<file path="src/rtl/mti_defines.svh">
`ifndef MTI_DEFINES_SVH
`define MTI_DEFINES_SVH
// Register byte offsets
`define MTI_ADR_CFG     8'h00
`define MTI_ADR_STAT    8'h04
`define MTI_ADR_MASK    8'h08
`define MTI_ADR_LIVE    8'h0C
// Compare source codes, two bits per output
`define MTI_SRC_OFF     2'h0
`define MTI_SRC_LIM1    2'h1
`define MTI_SRC_LIM2    2'h2
`define MTI_SRC_EXT     2'h3
// Compare config reset value: output 1 on limit 1, output 2 on limit 2
`define MTI_CFG_RST     12'h0_24
// Task number that means no task selected
`define MTI_TASK_NONE   8'h00
// Status bit positions
`define MTI_ST_LAUNCH   0
`define MTI_ST_RESUME   1
`define MTI_ST_HOMING   2
`define MTI_ST_TRACK    3
`define MTI_ST_W        4
`endif

</file>
<file path="src/rtl/mti_pkg.sv">
package mti_pkg;
	// Command pins from the controller
	typedef struct packed {
		logic       resume;
		logic       launch;
		logic       fault_clear;
		logic [7:0] task_sel;
	} mti_cmd_t;
	// Signals from the drive core
	typedef struct packed {
		logic       in_window;
		logic       follow_outside;
		logic [1:0] sw_limit;
		logic [5:0] cmp_ext;
		logic       task_start;
		logic       chain_active;
		logic       chain_first;
	} mti_core_t;
	// Requests toward the drive core
	typedef struct packed {
		logic       resume;
		logic       launch;
		logic       homing;
		logic       warn_clear;
		logic [7:0] task_num;
	} mti_req_t;
	// Complete module state
	typedef struct packed {
		mti_cmd_t   s1;
		mti_cmd_t   s2;
		logic       prev_resume;
		logic       prev_launch;
		logic       prev_clear;
		mti_req_t   req;
		logic       seq;
		logic       tgt;
		logic       trk;
		logic [5:0] cmp;
		logic [11:0] cfg;
		logic [3:0] stat;
		logic [3:0] mask;
		logic       ack;
		logic [31:0] rdat;
	} mti_state_t;
endpackage

</file>
<file path="src/rtl/mti_top.sv">
// How it works
// - Resume edge requests interrupted task continuation
// - Launch edge starts task on select lines
// - Launch with no task selected starts homing
// - Target reached high inside in-position window
// - Sequence step toggles at each chained start after the first
// - Sequence step low at chain's first task
// - Tracking fault low outside following window
// - Compare 1 defaults to travel limit 1
// - Compare 2 defaults to travel limit 2
// - Compare 0,3,4,5 set by config only
// - Fault clear edge sends a one-cycle warning clear request to the core
`timescale 1ns/1ps
`include "mti_defines.svh"
module mti_top (
	input  wire logic              clk_i,
	input  wire logic              rst_i,
	input  wire mti_pkg::mti_cmd_t  cmd_i,
	input  wire mti_pkg::mti_core_t core_i,
	output mti_pkg::mti_req_t       req_o,
	output logic                    target_reached_o,
	output logic                    seq_step_o,
	output logic                    tracking_fault_o,
	output logic [5:0]              pos_cmp_o,
	output logic                    irq_o,
	input  wire logic              wb_cyc_i,
	input  wire logic              wb_stb_i,
	input  wire logic              wb_we_i,
	input  wire logic [7:0]        wb_adr_i,
	input  wire logic [3:0]        wb_sel_i,
	input  wire logic [31:0]       wb_dat_i,
	output logic [31:0]             wb_dat_o,
	output logic                    wb_ack_o
);
	import mti_pkg::*;

	mti_state_t s;       // Registered state
	mti_state_t n;       // Next state
	logic       e_res;   // Resume edge
	logic       e_lau;   // Launch edge
	logic       e_clr;   // Fault clear edge
	logic       acc;     // Bus access this cycle
	logic       rd_stat; // Status read clears
	logic [3:0] ev;      // Events this cycle
	logic [1:0] src;     // Compare source code
	int         i;       // Loop index

	// Next-state logic
	always_comb begin
		n = s;
		src = `MTI_SRC_OFF;
		// Pins pass two flops; first flop feeds only the second
		n.s1 = cmd_i;
		n.s2 = s.s1;
		n.prev_resume = s.s2.resume;
		n.prev_launch = s.s2.launch;
		n.prev_clear = s.s2.fault_clear;
		// Rising edges give one pulse each
		e_res = s.s2.resume && !s.prev_resume;
		e_lau = s.s2.launch && !s.prev_launch;
		e_clr = s.s2.fault_clear && !s.prev_clear;
		n.req.resume = e_res;
		n.req.launch = e_lau;
		n.req.warn_clear = e_clr;
		n.req.homing = 1'b0;
		// Task number is latched at the launch edge
		if (e_lau) begin
			n.req.task_num = s.s2.task_sel;
			n.req.homing = (s.s2.task_sel == `MTI_TASK_NONE);
		end
		// Position status from the core
		n.tgt = core_i.in_window;
		n.trk = !core_i.follow_outside;
		// Sequence step output
		if (core_i.task_start && core_i.chain_active) begin
			if (core_i.chain_first) begin
				n.seq = 1'b0;
			end else begin
				n.seq = !s.seq;
			end
		end
		// Compare outputs follow their configured source
		for (i = 0; i < 6; i++) begin
			src = s.cfg[2*i +: 2];
			case (src)
				`MTI_SRC_LIM1: n.cmp[i] = core_i.sw_limit[0];
				`MTI_SRC_LIM2: n.cmp[i] = core_i.sw_limit[1];
				`MTI_SRC_EXT:  n.cmp[i] = core_i.cmp_ext[i];
				default:       n.cmp[i] = 1'b0;
			endcase
		end
		// Bus access, one wait state
		acc = wb_cyc_i && wb_stb_i && !s.ack;
		n.ack = acc;
		n.rdat = 32'h0000_0000;
		rd_stat = 1'b0;
		if (acc && !wb_we_i) begin
			if (wb_adr_i == `MTI_ADR_CFG) begin
				n.rdat[11:0] = s.cfg;
			end else if (wb_adr_i == `MTI_ADR_STAT) begin
				n.rdat[3:0] = s.stat;
				rd_stat = 1'b1;
			end else if (wb_adr_i == `MTI_ADR_MASK) begin
				n.rdat[3:0] = s.mask;
			end else if (wb_adr_i == `MTI_ADR_LIVE) begin
				n.rdat[7:0] = s.req.task_num;
				n.rdat[8] = s.tgt;
				n.rdat[9] = s.seq;
				n.rdat[10] = s.trk;
				n.rdat[21:16] = s.cmp;
			end
		end
		if (acc && wb_we_i) begin
			if (wb_adr_i == `MTI_ADR_CFG) begin
				if (wb_sel_i[0]) n.cfg[7:0] = wb_dat_i[7:0];
				if (wb_sel_i[1]) n.cfg[11:8] = wb_dat_i[11:8];
			end else if (wb_adr_i == `MTI_ADR_MASK) begin
				if (wb_sel_i[0]) n.mask = wb_dat_i[3:0];
			end
		end
		// Sticky events; a set wins over the read clear
		ev = 4'h0;
		ev[`MTI_ST_LAUNCH] = e_lau;
		ev[`MTI_ST_RESUME] = e_res;
		ev[`MTI_ST_HOMING] = e_lau && (s.s2.task_sel == `MTI_TASK_NONE);
		ev[`MTI_ST_TRACK] = s.trk && core_i.follow_outside;
		n.stat = (rd_stat ? 4'h0 : s.stat) | ev;
	end

	// State register
	always_ff @(posedge clk_i) begin
		if (rst_i) begin
			s <= '0;
			s.trk <= 1'b1;
			s.cfg <= `MTI_CFG_RST;
		end else begin
			s <= n;
		end
	end

	// Outputs
	assign req_o = s.req;
	assign target_reached_o = s.tgt;
	assign seq_step_o = s.seq;
	assign tracking_fault_o = s.trk;
	assign pos_cmp_o = s.cmp;
	assign irq_o = |(s.stat & s.mask);
	assign wb_dat_o = s.rdat;
	assign wb_ack_o = s.ack;
endmodule

</file>
<file path="config.mk">
export PLATFORM = sky130hd
export DESIGN_NAME = mti_top
export DESIGN_NICKNAME = d
export VERILOG_FILES = /design/src/rtl/mti_pkg.sv /design/src/rtl/mti_top.sv
export VERILOG_INCLUDE_DIRS = /design/src /design/src/rtl
export SDC_FILE = /design/constraint.sdc
export NUM_CORES = 1
export LEC_CHECK = 0
export ABC_AREA = 1
export BUFFER_PORTS_ARGS = -buffer_cell sky130_fd_sc_hd__buf_4
export CAP_MARGIN = 0
export CORE_UTILIZATION = 48
export DETAILED_ROUTE_END_ITERATION = 12
export GPL_TIMING_DRIVEN = 0
export PLACE_DENSITY = 0.74
export SYNTH_ARGS = -nofsm -noshare
export SYNTH_HDL_FRONTEND = slang
export SYNTH_SLANG_ARGS = --single-unit
</file>
<file path="constraint.sdc">
create_clock -name clk_i -period 1.6 [get_ports clk_i]
set_clock_uncertainty 0.15 [all_clocks]
set_input_delay 0.32 -clock clk_i [delete_from_list [all_inputs] [get_ports clk_i]]
set_output_delay 0.32 -clock clk_i [all_outputs]
set_load 0.02 [all_outputs]
</file>
Yosys cells after proc, flatten, opt, wreduce, memory -nomap -nowiden
Cells that the tools add are included.
- bits in registers: 99
- logic and storage cells: 100
- output and inout port bits: 55
- bits of input ports: 73
- eq/ne operators: 21
- bitwise gates (word level): 6
- muxes and demuxes: 17
- reduce and logical (&&, ||, !) cells: 27
- operators with widths (operator ; count):
    == test 2 bit (second input constant) ; 12
    two-way mux 11 bit ; 2
    one-hot mux 1 bit (3 select lines) ; 6
    == test 8 x 4 -> 1 bit (second input constant) ; 2
    logical NOT 8 bit ; 2
    two-way mux 7 bit ; 2
    == test 2 x 1 -> 1 bit (second input constant) ; 6
    two-way mux 4 bit ; 3
    logical AND 1 bit ; 10
    == test 8 x 3 -> 1 bit (second input constant) ; 1
    logical NOT 1 bit ; 7
    AND reduction 3 bit ; 2
    OR reduction 6 bit ; 1
    AND 4 bit ; 1
    two-way mux 1 bit ; 4
    NOT 1 bit ; 4
    bitwise OR 4 bit ; 1
    AND reduction 4 bit ; 1
    OR reduction 2 bit ; 2
    OR reduction 4 bit ; 1
    OR reduction 3 bit ; 1

Depth between registers and ports, before layout
- depth after elaboration: 6
- mapped depth: 9
- depth with buffers taken out: 9

Least setup slack after synthesis
No wires, ideal clock.
- path type: input to register
- from: input port wb_adr_i[1]
- to: register s[41] in the netlist's numbering
- slack: 288 ps
- setup time: 116 ps
- buffers on the path: 0
- stages on the path: 6
- required time: 1334 ps
- data arrival time: 1046 ps
- cell sequence: nor2_1 nand2_1 nor2_8 nand2_2 o21ai_0 nor2_1
- longest elaborated chain between the ends: 2
- ends and longest elaborated chain (element ; RTL line ; RTL):
    from (decl) ; mti_top.sv:29 ; input wire logic [7:0] wb_adr_i,
    logical NOT 8 bit (no line) ; n/a ;
    AND reduction 3 bit (no line) ; n/a ;
    to (signal assigned) ; mti_top.sv:137 ; s <= n;
    to (decl) ; mti_top.sv:37 ; mti_state_t s;
No other way between the ends.
A chain may end at the register's enable or synchronous reset.

Worst setup path after layout
- from: register s[35] in the netlist's numbering
- to: output port irq_o
- longest elaborated chain between the ends: 2
- ends and longest elaborated chain (element ; RTL line ; RTL):
    AND 4 bit ; mti_top.sv:147 ; assign irq_o = |(s.stat & s.mask);
    OR reduction 4 bit ; mti_top.sv:147 ;
    to (decl) ; mti_top.sv:25 ; output logic irq_o,
No other way between the ends.

==> impl_metrics.py <==
metrics = {
    "critical_path": {
        "slowest_delay_ns": 0.38,
        "cp_num_cells": 3,
        "r2r_slack_ns": 0.19,
        "worstSetupPathType": "reg -> out",
        "critPathCaptureType": "primary output",
        "reg2reg_from": "n[75]",
        "cp_cell_sequence": "nand2_1 -> nand4_1 -> buf_4",
        "crit_buf_inv": 1,
        "r2r_end": "req_o[7]",
        "endpoint": "irq_o",
        "cp.arrival_ns": 1.04,
        "critPathLaunch": "s[35]",
        "crit_fanout": 3,
        "cp-start-kind": "flip-flop",
        "path_delay_family": "flip-flops",
        "slowest_stage": "dfxtp_1",
        "r2r_cells": 6,
        "worstPathRequired_ns": 1.13,
    },
    "routing": {
        "drt_pass1_iterations": 4,
        "ant_nets": 0,
        "highest_layer": "met4",
        "met1_length_mm": 3.23,
        "wl_met2_mm": 3.66,
        "first_iter_violations": 76,
        "remaining_drc_errors": 0,
        "wirelength_mm": 7.41,
        "vias": 2961,
        "wl_per_cell_um": 11.1,
        "dr_wl_met3_um": 410,
        "vias_per_cell": 4.43,
    },
    "floorplanning": {
        "initial_utilization": 0.494,
        "fp.dieArea_sq_mm": 0.00782,
        "row_count": 31,
        "core_sq_mm": 0.00725,
        "die_y_um": 88.4,
        "num_io_pins": 128,
        "die_w_um": 88.4,
    },
    "timing": {
        "finalCritPeriodShare": 0.942,
        "setup_tns_ns": 0,
        "period_needed_ns": 1.51,
        "fmaxAchievable_mhz": 664,
        "hold_viol": 0,
        "tightest_slew_ns": 0.546,
        "holdWs_ns": 0.0181,
        "slew_headroom": 0.636,
        "rsz0062_at_grt": "no",
        "slew_violations": 0,
        "finalSetupViolCount": 0,
    },
    "logic_synthesis": {
        "yosys_warnings": 0,
        "synth_most_common_cell": "dfxtp_1",
        "synth_ff_type": "dfxtp_1",
        "yosysTopAreaCellShare": 0.475,
        "synth_area_sq_mm": 0.00358,
        "syn_area_per_cell_sq_um": 7.95,
        "synth.area.top_cells": "dfxtp_1, buf_4, nor2_1, inv_1, nand2_1",
        "synth_common_cells": "dfxtp_1, nor2_1, inv_1, nand2_1, buf_4",
        "synth_cell_types": 30,
        "ys_seq_elements": 85,
        "synth_top_cell_by_area": "dfxtp_1",
        "ys_seq_area_frac": 0.475,
        "synth_cells": 451,
        "async_flop_share": 0,
        "synth_edf_count": 0,
    },
    "global_route": {
        "grt_use_total": 0.199,
        "antenna_found_initial": 0,
        "grt_pass1_wl_mm": 11.6,
        "grt_pass1_vias": 2577,
        "grt_overflow": 0,
        "grt_max_degree": 15,
    },
    "power_and_ir_drop": {
        "p_leak_nw": 2.34,
        "finalPower_w": 0.00422,
        "pwr_density_cell_mw_per_mm2": 909,
        "peakVddDrop_mv": 0.531,
    },
    "place": {
        "place_hpwl_mm": 5.67,
        "place_congestion": 0.811,
        "numPortBuffers": 90,
    },
    "clock_tree": {
        "clk_path_buf_depth": 2,
        "cts.reportedPaths.clkPinSlew_ns": 0.08,
        "clkLatencyLatePin_ns": 0.34,
        "cts_sinks": 85,
        "cts_tree": "built",
        "h-tree-depth": 3,
        "cts_setup_buffers": 0,
        "root_buffer": "clkbuf_8",
        "cts_made_buffers": 9,
        "ctsResizeCount": 0,
        "ctsHoldBuffers": 0,
    },
    "final_layout": {
        "drive_gt1_frac": 0.319,
        "diodes": 0,
        "seqCellArea_sq_mm": 0.00170,
        "fillers": 630,
        "nets": 638,
        "synthToLayoutAreaGrowth_pct": 29.6,
        "multiInputGateArea_sq_mm": 0.00121,
    },
    "status": {
        "status": "finished clean",
    },
    "run": {
        "drv.max_cap_violation_count": 0,
    },
    "worst_hold_path": {
        "hold_path.class": "in -> reg",
    },
}
==> worst reg2reg max path, delay by kind of cell (launching register included) <==
family	cells	cell delay [ns]
buffers and inverters	3	0.38
flip-flops	1	0.31
AO/OA/AOI/OAI	2	0.24
AND/OR/NAND/NOR	1	0.23
==> per-stage QoR <==
| step | std cells | area [sq um] | setup WS, ns | utilization |
|---|---|---|---|---|
| finish | 669 | 4650 | 0.0932 | 0.641 |
| global placement | 653 | 4430 | -0.0101 | 0.611 |
| floorplan | 464 | 3630 | 0.288 | - |
| CTS | 669 | 4650 | 0.0765 | 0.641 |
| global route | 669 | 4650 | 0.0173 | 0.641 |
| detailed placement | 653 | 4430 | -0.0561 | 0.611 |
==> layout by cell type (no fill, tap or decap), drive strengths merged <==
cell type and n:
o211ai 11, o21ai 31, buf 148, nor3 5, clkinvlp 1, o21bai 1
or2 1, dfxtp 85, nand2 54, nor4 1, nor2 86, clkbuf 14
inv 70, nand3b 5, a21oi 17, bufinv 2, nand3 20, nand4 2
conb 14, clkinv 2
==> layer usage <==
metal  global-route usage  up-vias
met5                    0        -
met4               0.0806        0
met3               0.0354        9
met2                0.346       79
met1                0.243     1317
li1                     -     1556
==> final cells by class <==
| cell class | instances | share of cell area |
|---|---|---|
| Sequential cell | 85 | 0.366 |
| Multi-Input combinational cell | 248 | 0.261 |
| Timing Repair Buffer | 90 | 0.145 |
| Buffer | 62 | 0.0986 |
| Inverter | 69 | 0.0557 |
| Clock buffer | 10 | 0.0275 |
| Tap cell | 99 | 0.0267 |
| Clock inverter | 6 | 0.0186 |
==> how the worst min path moves through the flow <==
| stage | start | to | slack (ns) | cells past startpoint |
|---|---|---|---|---|
| 4_1_cts | core_i[11] | tracking_fault_o | 0.004 | 2 |
| 3_3_place_gp | s[74] | req_o[8] | 0.23 | 1 |
| 6_report | core_i[11] | tracking_fault_o | 0.02 | 2 |
| 5_1_grt | core_i[11] | tracking_fault_o | 0.01 | 2 |
| 2_1_floorplan | s[74] | req_o[8] | 0.22 | 1 |
| 3_5_place_dp | s[74] | req_o[8] | 0.24 | 1 |
==> logic make-up (layout without fill, tap and decap cells) <==
group | Yosys count | in the layout | share of synthesized area
AOI/OAI and AO/OA | 60 | 60 | 0.0964
buffers and inverters | 131 | 237 | 0.200
DFF | 85 | 85 | 0.475
other | 1 | 14 | 0.00105
and+or+nand+nor | 174 | 174 | 0.228
==> flip-flops by register name, indices dropped and copies added, names as in the netlist <==
register / flops
wb_dat_o: 18
s: 31
target_reached_o: 1
wb_ack_o: 1
seq_step_o: 1
req_o: 12
pos_cmp_o: 6
n: 14
tracking_fault_o: 1
==> power by group <==
part	switching (W)	internal (W)	total, W
sequential	0.0000263	0.00217	0.00219
clock	0.000738	0.000880	0.00162
combinational	0.000213	0.000196	0.000409
total	0.000977	0.00324	0.00422
(Power assumes the default switching activity.)
